$ cat config.mk
export PLATFORM = sky130hd
export DESIGN_NAME = crc_control
export DESIGN_NICKNAME = d
export VERILOG_FILES = /design/src/rtl/crc_ctrl_pkg.sv /design/src/rtl/crc_fifo_if.sv /design/src/rtl/crc_word_fifo.sv /design/src/rtl/crc_control.sv
export SDC_FILE = /design/constraint.sdc
export NUM_CORES = 1
export LEC_CHECK = 0
export BUFFER_PORTS_ARGS = -buffer_cell sky130_fd_sc_hd__buf_2
export CORE_MARGIN = 4
export CORE_UTILIZATION = 55
export DETAILED_ROUTE_END_ITERATION = 10
export GPL_ROUTABILITY_DRIVEN = 0
export MAX_ROUTING_LAYER = met4
export PLACE_DENSITY = 0.71
export SYNTH_ARGS = -nofsm -noshare
export SYNTH_HDL_FRONTEND = slang
export SYNTH_SLANG_ARGS = --single-unit
$ cat constraint.sdc
create_clock -name mclk -period 3.5 [get_ports mclk]
set_clock_uncertainty 0.15 [all_clocks]
set_input_delay 0.525 -clock mclk [delete_from_list [all_inputs] [get_ports mclk]]
set_output_delay 0.525 -clock mclk [all_outputs]
set_load 0.005 [all_outputs]
$ cat src/rtl/crc_ctrl_pkg.sv
// Package of register offsets, field positions, reset values and sizes for the CRC control block
package crc_ctrl_pkg;

  // ----------------------------------------
  // Register offsets
  // ----------------------------------------
  localparam logic [3:0] ADDR_CONTROL = 4'h0;   // Control and FIFO status
  localparam logic [3:0] ADDR_DATA_IN = 4'h4;   // Word pushed into the input FIFO
  localparam logic [3:0] ADDR_IRQ_STATUS = 4'h8; // Sticky event bits, write one to clear
  localparam logic [3:0] ADDR_IRQ_MASK = 4'hC;  // Interrupt enable mask

  // ----------------------------------------
  // Control register fields
  // ----------------------------------------
  localparam int POS_IDLE_STOP = 13;            // Stop while device idles
  localparam int POS_VALID_WORD_COUNT_HI = 12;             // Valid word count, top bit
  localparam int POS_VALID_WORD_COUNT_LO = 8;              // Valid word count, low bit
  localparam int POS_FULL = 7;                  // FIFO full flag
  localparam int POS_EMPTY = 6;                 // FIFO empty flag
  localparam int POS_START = 4;                 // Shifter start
  localparam int POS_POLY_LENGTH_MINUS_ONE_HI = 3;               // Polynomial length minus one, top bit
  localparam logic [15:0] CONTROL_WMASK = 16'h201F; // Writable control bits
  localparam logic [15:0] CONTROL_RESET = 16'h0040; // Control read value after reset

  // ----------------------------------------
  // FIFO sizing
  // ----------------------------------------
  localparam logic [3:0] POLY_LENGTH_MINUS_ONE_NARROW_MAX = 4'h7; // Largest length minus one that allows the deep FIFO
  localparam logic [4:0] DEPTH_DEEP = 5'h10;     // Capacity for short polynomials
  localparam logic [4:0] DEPTH_SHALLOW = 5'h08;  // Capacity for long polynomials

  // ----------------------------------------
  // Interrupt bits
  // ----------------------------------------
  localparam int IRQ_BITS = 3;                  // Number of event bits
  localparam int IRQ_DONE = 0;                  // FIFO drained while running
  localparam int IRQ_FULL = 1;                  // FIFO became full
  localparam int IRQ_OVER = 2;                  // Push refused while full

endpackage

$ cat src/rtl/crc_fifo_if.sv
// Interface joining the control top to its word FIFO
`timescale 1ns/10ps
interface crc_fifo_if;
  logic push;          // Write one word
  logic [15:0] wdata;  // Word to write
  logic pop;           // Remove one word
  logic [15:0] rdata;  // Oldest word
  logic [4:0] count;   // Words held
  logic [4:0] cap;     // Present capacity
  logic full;          // Count at or above capacity
  logic empty;         // Count is zero
  modport ctl (output push, output wdata, output pop, output cap, input rdata, input count, input full, input empty);
  modport mem (input push, input wdata, input pop, input cap, output rdata, output count, output full, output empty);
endinterface

$ cat src/rtl/crc_word_fifo.sv
// Word FIFO with capacity chosen at run time
`timescale 1ns/10ps
module crc_word_fifo #(
  parameter int DEPTH = 16
) (
  input wire logic mclk,
  input wire logic rst_b,
  crc_fifo_if.mem f
);

  // ----------------------------------------
  // State
  // ----------------------------------------
  typedef struct packed {
    logic [3:0] wr;     // Write pointer
    logic [3:0] rd;     // Read pointer
    logic [4:0] count;  // Words held
  } fifo_state_t;

  fifo_state_t s_q, s_d;       // Registered and next state
  logic [15:0] mem_q [DEPTH];  // Word storage
  logic do_push, do_pop;       // Qualified operations

  // Refuse a push when full, a pop when empty
  assign do_push = f.push && (s_q.count < f.cap);
  assign do_pop = f.pop && (s_q.count != 5'h00);

  // Next pointers and count
  always_comb begin
    s_d = s_q;
    if (do_push) begin
      s_d.wr = s_q.wr + 4'h1;
    end
    if (do_pop) begin
      s_d.rd = s_q.rd + 4'h1;
    end
    // Count follows pushes and pops
    case ({do_push, do_pop})
      2'b10: s_d.count = s_q.count + 5'h01;
      2'b01: s_d.count = s_q.count - 5'h01;
      default: s_d.count = s_q.count;
    endcase
  end

  // Register state
  always_ff @(posedge mclk or negedge rst_b) begin
    if (!rst_b) begin
      s_q <= '0;
    end else begin
      s_q <= s_d;
    end
  end

  // Storage has no reset
  always_ff @(posedge mclk) begin
    if (do_push) begin
      mem_q[s_q.wr] <= f.wdata;
    end
  end

  assign f.rdata = mem_q[s_q.rd];
  assign f.count = s_q.count;
  assign f.full = (s_q.count >= f.cap);
  assign f.empty = (s_q.count == 5'h00);

endmodule

$ cat src/rtl/crc_control.sv
// Control register, FIFO status and serial shifter of the programmable CRC block
// What this block does
// - Stop bit halts shifter during device idle
// - Count field shows valid FIFO words
// - Capacity eight if length over eight, else sixteen
// - Full flag high while FIFO full
// - Empty flag high while FIFO empty
// - Start bit runs shifter, zero stops it
// - Length field holds polynomial length minus one
// - Unused control bits read zero
`timescale 1ns/10ps
module crc_control (
  input wire logic mclk,
  input wire logic rst_b,
  input wire logic [3:0] addr,
  input wire logic [15:0] wdata,
  input wire logic wr_en,
  input wire logic rd_en,
  output logic [15:0] rdata,
  input wire logic device_idle,
  output logic [15:0] crc_result,
  output logic shifter_busy,
  output logic irq
);

  // ----------------------------------------
  // State
  // ----------------------------------------
  typedef struct packed {
    logic idle_stop_select;            // Halt during idle
    logic shifter_start;               // Shifter enabled
    logic [3:0] poly_length_minus_one; // Polynomial length minus one
    logic [15:0] shift_word;           // Word being shifted
    logic [4:0] bits_left;             // Bits still to shift
    logic [15:0] crc;                  // CRC accumulator
    logic [15:0] rdata;                // Read data register
    logic [2:0] irq_status;            // Sticky events
    logic [2:0] irq_mask;              // Event enables
    logic full_prev;                   // Full flag one cycle ago
  } ctl_state_t;

  ctl_state_t s_q, s_d;     // Registered and next state
  crc_fifo_if fif ();       // Link to the word FIFO
  logic running;            // Shifter allowed to step
  logic load;               // Take next word from FIFO
  logic fb;                 // Feedback bit
  logic [15:0] poly_mask;   // Bits within polynomial length
  logic [15:0] control_rd;  // Control register read value
  logic [2:0] events;       // Events this cycle

  // ----------------------------------------
  // FIFO
  // ----------------------------------------
  crc_word_fifo #(.DEPTH(16)) u_fifo (
    .mclk(mclk),
    .rst_b(rst_b),
    .f(fif.mem)
  );

  // Capacity follows polynomial length
  assign fif.cap = (s_q.poly_length_minus_one > crc_ctrl_pkg::POLY_LENGTH_MINUS_ONE_NARROW_MAX) ?
    crc_ctrl_pkg::DEPTH_SHALLOW : crc_ctrl_pkg::DEPTH_DEEP;
  assign fif.push = wr_en && (addr == crc_ctrl_pkg::ADDR_DATA_IN);
  assign fif.wdata = wdata;

  // Step only when started and not halted by idle
  assign running = s_q.shifter_start && !(s_q.idle_stop_select && device_idle);
  assign load = running && (s_q.bits_left == 5'h00) && !fif.empty;
  assign fif.pop = load;

  // Mask and feedback for the programmed length
  assign poly_mask = 16'hFFFF >> (4'hF - s_q.poly_length_minus_one);
  assign fb = s_q.crc[s_q.poly_length_minus_one] ^ s_q.shift_word[15];

  // Control word as software reads it, unused bits zero
  always_comb begin
    control_rd = 16'h0000;
    control_rd[crc_ctrl_pkg::POS_IDLE_STOP] = s_q.idle_stop_select;
    control_rd[crc_ctrl_pkg::POS_VALID_WORD_COUNT_HI:crc_ctrl_pkg::POS_VALID_WORD_COUNT_LO] = fif.count;
    control_rd[crc_ctrl_pkg::POS_FULL] = fif.full;
    control_rd[crc_ctrl_pkg::POS_EMPTY] = fif.empty;
    control_rd[crc_ctrl_pkg::POS_START] = s_q.shifter_start;
    control_rd[crc_ctrl_pkg::POS_POLY_LENGTH_MINUS_ONE_HI:0] = s_q.poly_length_minus_one;
  end

  // Events: drained, newly full, push refused
  always_comb begin
    events = 3'h0;
    events[crc_ctrl_pkg::IRQ_DONE] = running && (s_q.bits_left == 5'h01) && fif.empty;
    events[crc_ctrl_pkg::IRQ_FULL] = fif.full && !s_q.full_prev;
    events[crc_ctrl_pkg::IRQ_OVER] = fif.push && fif.full;
  end

  // ----------------------------------------
  // Next state
  // ----------------------------------------
  always_comb begin
    s_d = s_q;
    s_d.rdata = 16'h0000;
    s_d.full_prev = fif.full;
    // Register writes
    if (wr_en) begin
      case (addr)
        crc_ctrl_pkg::ADDR_CONTROL: begin
          s_d.idle_stop_select = wdata[crc_ctrl_pkg::POS_IDLE_STOP];
          s_d.shifter_start = wdata[crc_ctrl_pkg::POS_START];
          s_d.poly_length_minus_one = wdata[crc_ctrl_pkg::POS_POLY_LENGTH_MINUS_ONE_HI:0];
        end
        crc_ctrl_pkg::ADDR_IRQ_MASK: begin
          s_d.irq_mask = wdata[crc_ctrl_pkg::IRQ_BITS-1:0];
        end
        default: begin
        end
      endcase
    end
    // Sticky events, set beats write-one clear
    if (wr_en && (addr == crc_ctrl_pkg::ADDR_IRQ_STATUS)) begin
      s_d.irq_status = s_q.irq_status & ~wdata[crc_ctrl_pkg::IRQ_BITS-1:0];
    end
    s_d.irq_status = s_d.irq_status | events;
    // Serial shifter, one bit per cycle
    if (load) begin
      s_d.shift_word = fif.rdata;
      s_d.bits_left = 5'h10;
    end else if (running && (s_q.bits_left != 5'h00)) begin
      s_d.crc = ({s_q.crc[14:0], 1'b0} ^ (fb ? crc_ctrl_pkg::CONTROL_RESET & 16'h0000 | poly_mask &
        16'h0001 : 16'h0000)) & poly_mask;
      s_d.shift_word = {s_q.shift_word[14:0], 1'b0};
      s_d.bits_left = s_q.bits_left - 5'h01;
    end
    // Read data for the next cycle
    if (rd_en) begin
      case (addr)
        crc_ctrl_pkg::ADDR_CONTROL: s_d.rdata = control_rd;
        crc_ctrl_pkg::ADDR_DATA_IN: s_d.rdata = s_q.crc & poly_mask;
        crc_ctrl_pkg::ADDR_IRQ_STATUS: s_d.rdata = {13'h0000, s_q.irq_status};
        crc_ctrl_pkg::ADDR_IRQ_MASK: s_d.rdata = {13'h0000, s_q.irq_mask};
        default: s_d.rdata = 16'h0000;
      endcase
    end
  end

  // Register state
  always_ff @(posedge mclk or negedge rst_b) begin
    if (!rst_b) begin
      s_q <= '0;
    end else begin
      s_q <= s_d;
    end
  end

  // ----------------------------------------
  // Outputs
  // ----------------------------------------
  assign rdata = s_q.rdata;
  assign crc_result = s_q.crc;
  assign shifter_busy = s_q.bits_left != 5'h00;
  assign irq = |(s_q.irq_status & s_q.irq_mask);

  // ----------------------------------------
  // Checks
  // ----------------------------------------
  a_idle_halts: assert property (@(posedge mclk) disable iff (!rst_b)
    (s_q.idle_stop_select && device_idle) |-> !load ##1 $stable(s_q.bits_left)) else $error("shifter stepped in idle");
  a_count_field: assert property (@(posedge mclk) disable iff (!rst_b)
    rd_en && addr == crc_ctrl_pkg::ADDR_CONTROL |=> rdata[12:8] == $past(fif.count)) else $error("count field wrong");
  a_capacity_sel: assert property (@(posedge mclk) disable iff (!rst_b)
    fif.cap == ((s_q.poly_length_minus_one > 4'h7) ? 5'h08 : 5'h10)) else $error("capacity wrong");
  a_full_flag: assert property (@(posedge mclk) disable iff (!rst_b)
    rd_en && addr == crc_ctrl_pkg::ADDR_CONTROL |=> rdata[7] == ($past(fif.count) >= $past(fif.cap))) else $error("full flag wrong");
  a_empty_flag: assert property (@(posedge mclk) disable iff (!rst_b)
    rd_en && addr == crc_ctrl_pkg::ADDR_CONTROL |=> rdata[6] == ($past(fif.count) == 5'h00)) else $error("empty flag wrong");
  a_start_stop: assert property (@(posedge mclk) disable iff (!rst_b)
    wr_en && addr == crc_ctrl_pkg::ADDR_CONTROL && !wdata[4] |=> !running [*1]) else $error("shifter not stopped");
  a_poly_length_minus_one_store: assert property (@(posedge mclk) disable iff (!rst_b)
    wr_en && addr == crc_ctrl_pkg::ADDR_CONTROL |=> s_q.poly_length_minus_one == $past(wdata[3:0])) else $error("length not stored");
  a_unused_zero: assert property (@(posedge mclk) disable iff (!rst_b)
    rd_en && addr == crc_ctrl_pkg::ADDR_CONTROL |=> rdata[15:14] == 2'b00 && !rdata[5]) else $error("unused bits set");
  a_flags_agree: assert property (@(posedge mclk) disable iff (!rst_b)
    !(fif.full && fif.empty) && fif.count <= fif.cap) else $error("flags disagree");

endmodule

==> results of run 1 <==
area by class of cell:
class,instances,share of cell area
Clock buffer,53,0.0635
Clock inverter,11,0.00734
Inverter,15,0.00359
Multi-Input combinational cell,378,0.240
Sequential cell,335,0.617
Tap cell,324,0.0259
Timing Repair Buffer,101,0.0425
worst paths after layout:
kind / depth (start not counted) / startpoint / slack [ps] / endpoint
max reg2reg: 12 / s_q[39] / 490 / u_fifo.f.count[4]
min reg2reg: 1 / s_q[0] / 280 / s_q[5]
min in group mclk: 3 / rd_en / 160 / rdata[14]
min: 1 / rst_b / 30 / rdata[15]
max in group asynchronous: 1 / rst_b / 2390 / u_fifo.s_q[5]
max: 12 / s_q[39] / 490 / u_fifo.f.count[4]
state kept, by name (all words and copies together), names as in the netlist:
name / cells
u_fifo.mem_q: 256
s_q: 28
u_fifo.f.count: 5
control_rd: 6
crc_result: 16
rdata: 16
u_fifo.s_q: 8
per-stage QoR:
stage / hold WS (ps) / std cells
finish: 32.2 / 1217
global route: 121 / 1217
CTS: 61.7 / 1217
detailed placement: 276 / 1153
global placement: 274 / 1153
floorplan: 79.4 / 805
kinds of logic after synthesis:
group | synth area share
mux | 0.132
buf+inv | 0.0393
fa+ha+maj | 0.0140
simple gates | 0.0546
xor+xnor | 0.00944
compound gates | 0.0563
flops | 0.694
metal layers:
layer / routed length [µm] / track usage / up-vias
met5: 0 / - / -
met4: 571 / 0.0487 / 0
met3: 1800 / 0.0384 / 57
met2: 14700 / 0.352 / 273
met1: 12100 / 0.298 / 3872
li1: - / - / 3260
layout by cell type (no fill, tap or decap), types with 3 or more instances in the layout:
cell       count
a21oi_1        7
mux2_2        13
a32oi_1        8
xnor2_1       10
clkinv_2       3
nor2_1        23
clkbuf_16     37
and2b_4        4
nand2b_1       3
mux4_1         7
ha_1          14
a22oi_1        5
edfxtp_1     256
nor3_2         4
buf_12         4
o21ai_0       20
xor2_1         5
a21o_1         5
mux4_2        59
nor2b_1       14
clkbuf_1      15
a221o_1       15
buf_4         40
dfrtp_1       76
nand4_1        6
nand2_1       54
a211oi_2       5
and2_1         6
a211oi_1      25
clkinv_1       4
inv_1         14
buf_2         57
mux2i_1       18
nor4_2         5
nand3_1       15
power by group through the flow:
stage | logic, mW | clock network, mW | registers, mW
after floorplan | 1.82 | 0 | 4.76
after global placement | 2.08 | 0 | 4.98
after detailed placement | 2.13 | 0 | 5.01
after CTS | 2.15 | 3.64 | 4.93
after global routing | 2.33 | 3.83 | 4.97
final | 2.13 | 3.57 | 4.93
worst register-to-register path: stages, from the launching register on:
cell      delay, ps
dfrtp_1         430
inv_1           110
ha_1            140
nor4b_2         360
o211ai_2        160
inv_1           200
ha_1            310
ha_1            310
a21o_1          190
a21oi_1         160
xor2_1          150
nor2_1           60
xor2_1          140
==> impl_metrics.csv, run 1 <==
group,metric,value,unit
outcome,status,"complete, no violations",
setup_path,critPathLaunchType,"register",
floorplanning,chipWidth,167,µm
power_and_ir_drop,pwr-share-comb,0.201,
logic_synthesis,yosysTopAreaCell,"edfxtp_1",
logic_synthesis,ys.flop_type,"edfxtp_1",
logic_synthesis,synth_cell_types,57,
route,drc_errors,0,
power_and_ir_drop,leakage,5.60,nW
finish,final-seq-area,0.00967,mm²
placement,placed_area,0.0146,mm²
setup_path,crit_fanout,5,
clocking,cts_setup_buffers,0,
logic_synthesis,synth_common_cells,"256 x edfxtp_1, 79 x dfrtp_1, 59 x mux4_2",
logic_synthesis,yosysTopAreaCellShare,0.552,
power_and_ir_drop,powerDensity,679,mW/mm²
finish,fill_cells,1721,
placement,dp_hpwl,18100,µm
logic_synthesis,avgSynthCellArea,17.3,µm²
sta,fin_crit_sh,0.859,
clocking,root_buffer,"clkbuf_16",
global_routing,first_global_vias,7752,
logic_synthesis,ys_async_sr_fraction,0.236,
global_routing,antenna_found_initial,0,
sta,fin_crit,3010,ps
setup_path,crit_path_end_kind,"register",
setup_path,worstPathArrival,3250,ps
worst_hold_path,hold_path_class,"input port to asynchronous set/reset pin",
floorplanning,rows,57,
floorplanning,dieArea,0.0279,mm²
global_routing,grtUsageTotal,0.218,
logic_synthesis,synth-seq-cells,335,
power_and_ir_drop,irDropWorstVdd,507,µV
logic_synthesis,synth_cells,805,
finish,nets,906,
finish,drive_gt1_frac,0.279,
logic_synthesis,synth.area.top_cells,"edfxtp_1 55%, dfrtp_1 14%, mux4_2 9.5%",
sta,slew_violations,0,
setup_path,crit_path_top_delay_cell,"dfrtp_1",
setup_path,crit_chain,"inv_1 -> ha_1 -> nor4b_2 -> o211ai_2 -> inv_1 -> ha_1 -> ha_1 -> a21o_1 -> a21oi_1 -> xor2_1 -> nor2_1 -> xor2_1",
route,vias,7462,
power_and_ir_drop,total_power,10.6,mW
power_and_ir_drop,p_seq_frac,0.464,
clocking,clk_latency,520,ps
route,antenna_left,0,
logic_synthesis,synth-edff-count,256,
logic_synthesis,ys_warn_count,0,
finish,fin_util,0.637,
sta,finalSetupViolCount,0,
placement,pre_cts_ws,335,ps
global_routing,grt_max_degree,80,
route,viasPerCell,6.13,
flow_run,drv_cap,0,
logic_synthesis,yosys.cell_count.top_type,"edfxtp_1",
setup_path,cp.buffers_inverters,2,
power_and_ir_drop,p_sw,2.87,mW
clocking,h-tree-depth,2,
route,dr.pass1.iters,5,
logic_synthesis,synth_seq_area_share,0.694,
clocking,numCtsBuffers,35,
global_routing,grt_overflow,0,
placement,port_buffers,58,
finish,multi_input_area,0.00376,mm²
power_and_ir_drop,power_frac_clock,0.336,
sta,hold_viol,0,
finish,antenna_cells,0,
sta,setup_tns,0,ps
sta,rsz0062_at_grt,"no",
power_and_ir_drop,p_sw_frac,0.270,
sta,slew_headroom,0.311,
floorplanning,io_pins,59,
route,wl,29100,µm
setup_path,crit_top_cell,"ha_1",
logic_synthesis,netlist_area,0.0139,mm²
clocking,cts_buffer_depth,3,
sta,fin_ws,493,ps
floorplanning,core-area,0.0246,mm²
finish,area.growth.synth_to_final,12.6,%
clocking,cts_sinks,335,
route,drt_iter0_markers,860,
global_routing,grt_pass1_wl,45600,µm
clocking,clk_pin_slew_worst_paths,50,ps
clocking,cts_resized,0,
sta,worst_pin_slew,1030,ps
setup_path,max_stage_delay,430,ps
floorplanning,start_util,0.566,
logic_synthesis,syn_nets,845,
power_and_ir_drop,internal_power,7.77,mW
sta,max_freq,0.333,GHz
setup_path,worstSetupPathType,"register to register",
setup_path,crit_family,"adder cells",
finish,fin_area,0.0157,mm²
route,routedWlPerCell,23.9,µm
setup_path,timing.critical_path.required,3740,ps
floorplanning,die_y,167,µm
clocking,cts_tree,"yes",
clocking,holdBufCountCts,0,
Note: power is estimated with default switching activity, not from simulation.
==> run 2, diff against run 1 <==
--- a/config.mk
+++ b/config.mk
@@ -6,6 +6,7 @@
 export NUM_CORES = 1
 export LEC_CHECK = 0
 export BUFFER_PORTS_ARGS = -buffer_cell sky130_fd_sc_hd__buf_2
+export CORE_ASPECT_RATIO = 0.8
 export CORE_MARGIN = 4
 export CORE_UTILIZATION = 55
 export DETAILED_ROUTE_END_ITERATION = 10
==> run 2 against run 1 <==
Net effect:
- flip-flop and latch count unchanged
- worst hold slack worse by 13 ps
- sequential share of layout area is 0.054 points lower
- sequential power about the same
- largest power group unchanged
- critical path type unchanged
- combinational power barely moved
- cell count fell by 1.2%
- utilization about the same
==> impl_metrics.csv, run 2 (synthesis results as in run 1) <==
group,metric,value,unit
floorplanning,start_util,0.565,
power_and_ir_drop,powerDensity,699,mW/mm²
sta,slew_headroom,0.327,
setup_path,crit_fanout,5,
clocking,clk_pin_slew_worst_paths,60,ps
placement,placed_area,0.0145,mm²
clocking,root_buffer,"clkbuf_16",
finish,fin_util,0.637,
sta,finalSetupViolCount,0,
sta,fin_crit_sh,0.896,
setup_path,timing.critical_path.required,3740,ps
sta,rsz0062_at_grt,"no",
floorplanning,die_y,150,µm
placement,placedCellCount,1139,
clocking,clk_latency,510,ps
route,drc_errors,0,
sta,hold_viol,0,
sta,setup_tns,0,ps
finish,top_register,"u_fifo.mem_q",
finish,antenna_cells,0,
setup_path,r2r_start,"s_q[39]",
power_and_ir_drop,irDropWorstVdd,488,µV
finish,mostFrequentLayoutCell,"edfxtp_1",
global_routing,grt_overflow,0,
clocking,cts_sinks,335,
sta,max_freq,0.319,GHz
clocking,cts_resized,0,
sta,fin_crit,3140,ps
placement,pre_cts_ws,438,ps
outcome,status,"complete, no violations",
floorplanning,chipWidth,186,µm
route,antenna_left,0,
setup_path,worst-r2r-cell-count,12,
route,viasPerCell,6.17,
sta,slew_violations,0,
finish,final_cell_mix,"256 x edfxtp_1, 76 x dfrtp_1, 59 x mux4_2",
clocking,cts_buffer_depth,3,
finish,instances_no_fill,1202,
finish,nets,898,
global_routing,grt_pass1_wl,46200,µm
finish,fill_cells,1692,
global_routing,first_global_vias,7685,
global_routing,grt_max_degree,80,
setup_path,crit_path_end_kind,"register",
worst_hold_path,hold_path_class,"input port to asynchronous set/reset pin",
finish,fin_area,0.0157,mm²
clocking,cts_setup_buffers,0,
floorplanning,core-area,0.0246,mm²
clocking,h-tree-depth,2,
setup_path,worstSetupPathType,"register to register",
placement,dp_hpwl,18200,µm
sta,worst_pin_slew,1010,ps
setup_path,reg2reg_to,"u_fifo.f.count[4]",
setup_path,ff2ff_setup_slack,360,ps
setup_path,critPathLaunchType,"register",
global_routing,antenna_found_initial,0,
floorplanning,dieArea,0.0279,mm²
finish,largest_reg_flops,256,
floorplanning,rows,51,
route,routedWlPerCell,24.4,µm
finish,multi_input_area,0.00376,mm²
route,dr.pass1.iters,5,
route,drt_iter0_markers,741,
finish,area.growth.synth_to_final,12.7,%
finish,drive_gt1_frac,0.277,
floorplanning,io_pins,59,
clocking,cts_tree,"yes",
clocking,numCtsBuffers,35,
finish,top_regs,"u_fifo.mem_q: 256 flops, s_q: 28 flops",
setup_path,worstPathArrival,3370,ps
power_and_ir_drop,leakage,5.58,nW
sta,fin_ws,363,ps
finish,final-seq-area,0.00967,mm²
flow_run,drv_cap,0,
clocking,holdBufCountCts,0,
route,vias,7421,
route,wl,29300,µm
placement,port_buffers,58,
global_routing,grtUsageTotal,0.226,
-- run 2: cell types whose count changed in the layout (fill, tap and decap cells not counted), moves of 3 or more --
cell	previous run	this run
buf_4	40	33
bufinv_16	2	6
clkinvlp_4	0	3
clkinv_1	4	0
-- run 2: area by class of cell --
| cell class | instances | share of cell area |
|---|---|---|
| Timing Repair Buffer | 93 | 0.0378 |
| Multi-Input combinational cell | 378 | 0.240 |
| Inverter | 15 | 0.00359 |
| Sequential cell | 335 | 0.616 |
| Clock inverter | 11 | 0.0136 |
| Tap cell | 318 | 0.0254 |
| Clock buffer | 52 | 0.0633 |
-- run 2: metal layers --
layer / vias up / GRT usage / share of wire
li1: 3251 / - / -
met1: 3818 / 0.330 / 0.43
met2: 311 / 0.343 / 0.48
met3: 41 / 0.0403 / 0.079
met4: 0 / 0.0506 / 0.015
met5: - / - / 0
-- run 2: worst max path at each step --
stage,from,to,slack (ps),cells past startpoint
final,s_q[39],u_fifo.f.count[4],360,12
after global placement,addr[3],u_fifo.f.count[4],440,11
after CTS,s_q[39],u_fifo.f.count[4],370,12
after detailed placement,addr[3],u_fifo.f.count[4],440,11
after floorplan,addr[3],u_fifo.mem_q[0][0],30,5
after global routing,s_q[39],u_fifo.f.count[4],180,12
-- run 2: report_power, final --
part	leakage [nW]	internal, mW	switching [mW]
clock	0.573	2.41	1.45
combinational	1.67	1.12	1.05
sequential	3.34	4.53	0.417
total	5.58	8.06	2.91
-- run 2: per-stage QoR --
stage	hold slack, ps	power [mW]
floorplan	79.4	6.58
global placement	268	7.09
detailed placement	286	7.18
CTS	73.0	11.0
global route	124	11.5
finish	19.1	11.0
-- run 2: worst max-delay path: stages, from the launching register on --
cell and delay, ps:
dfrtp_1 440, inv_1 130, ha_1 180, nor4b_2 360, o211ai_2 170, inv_1 200, ha_1 330, ha_1 320
a21o_1 200, a21oi_1 170, xor2_1 160, nor2_1 70, xor2_1 150
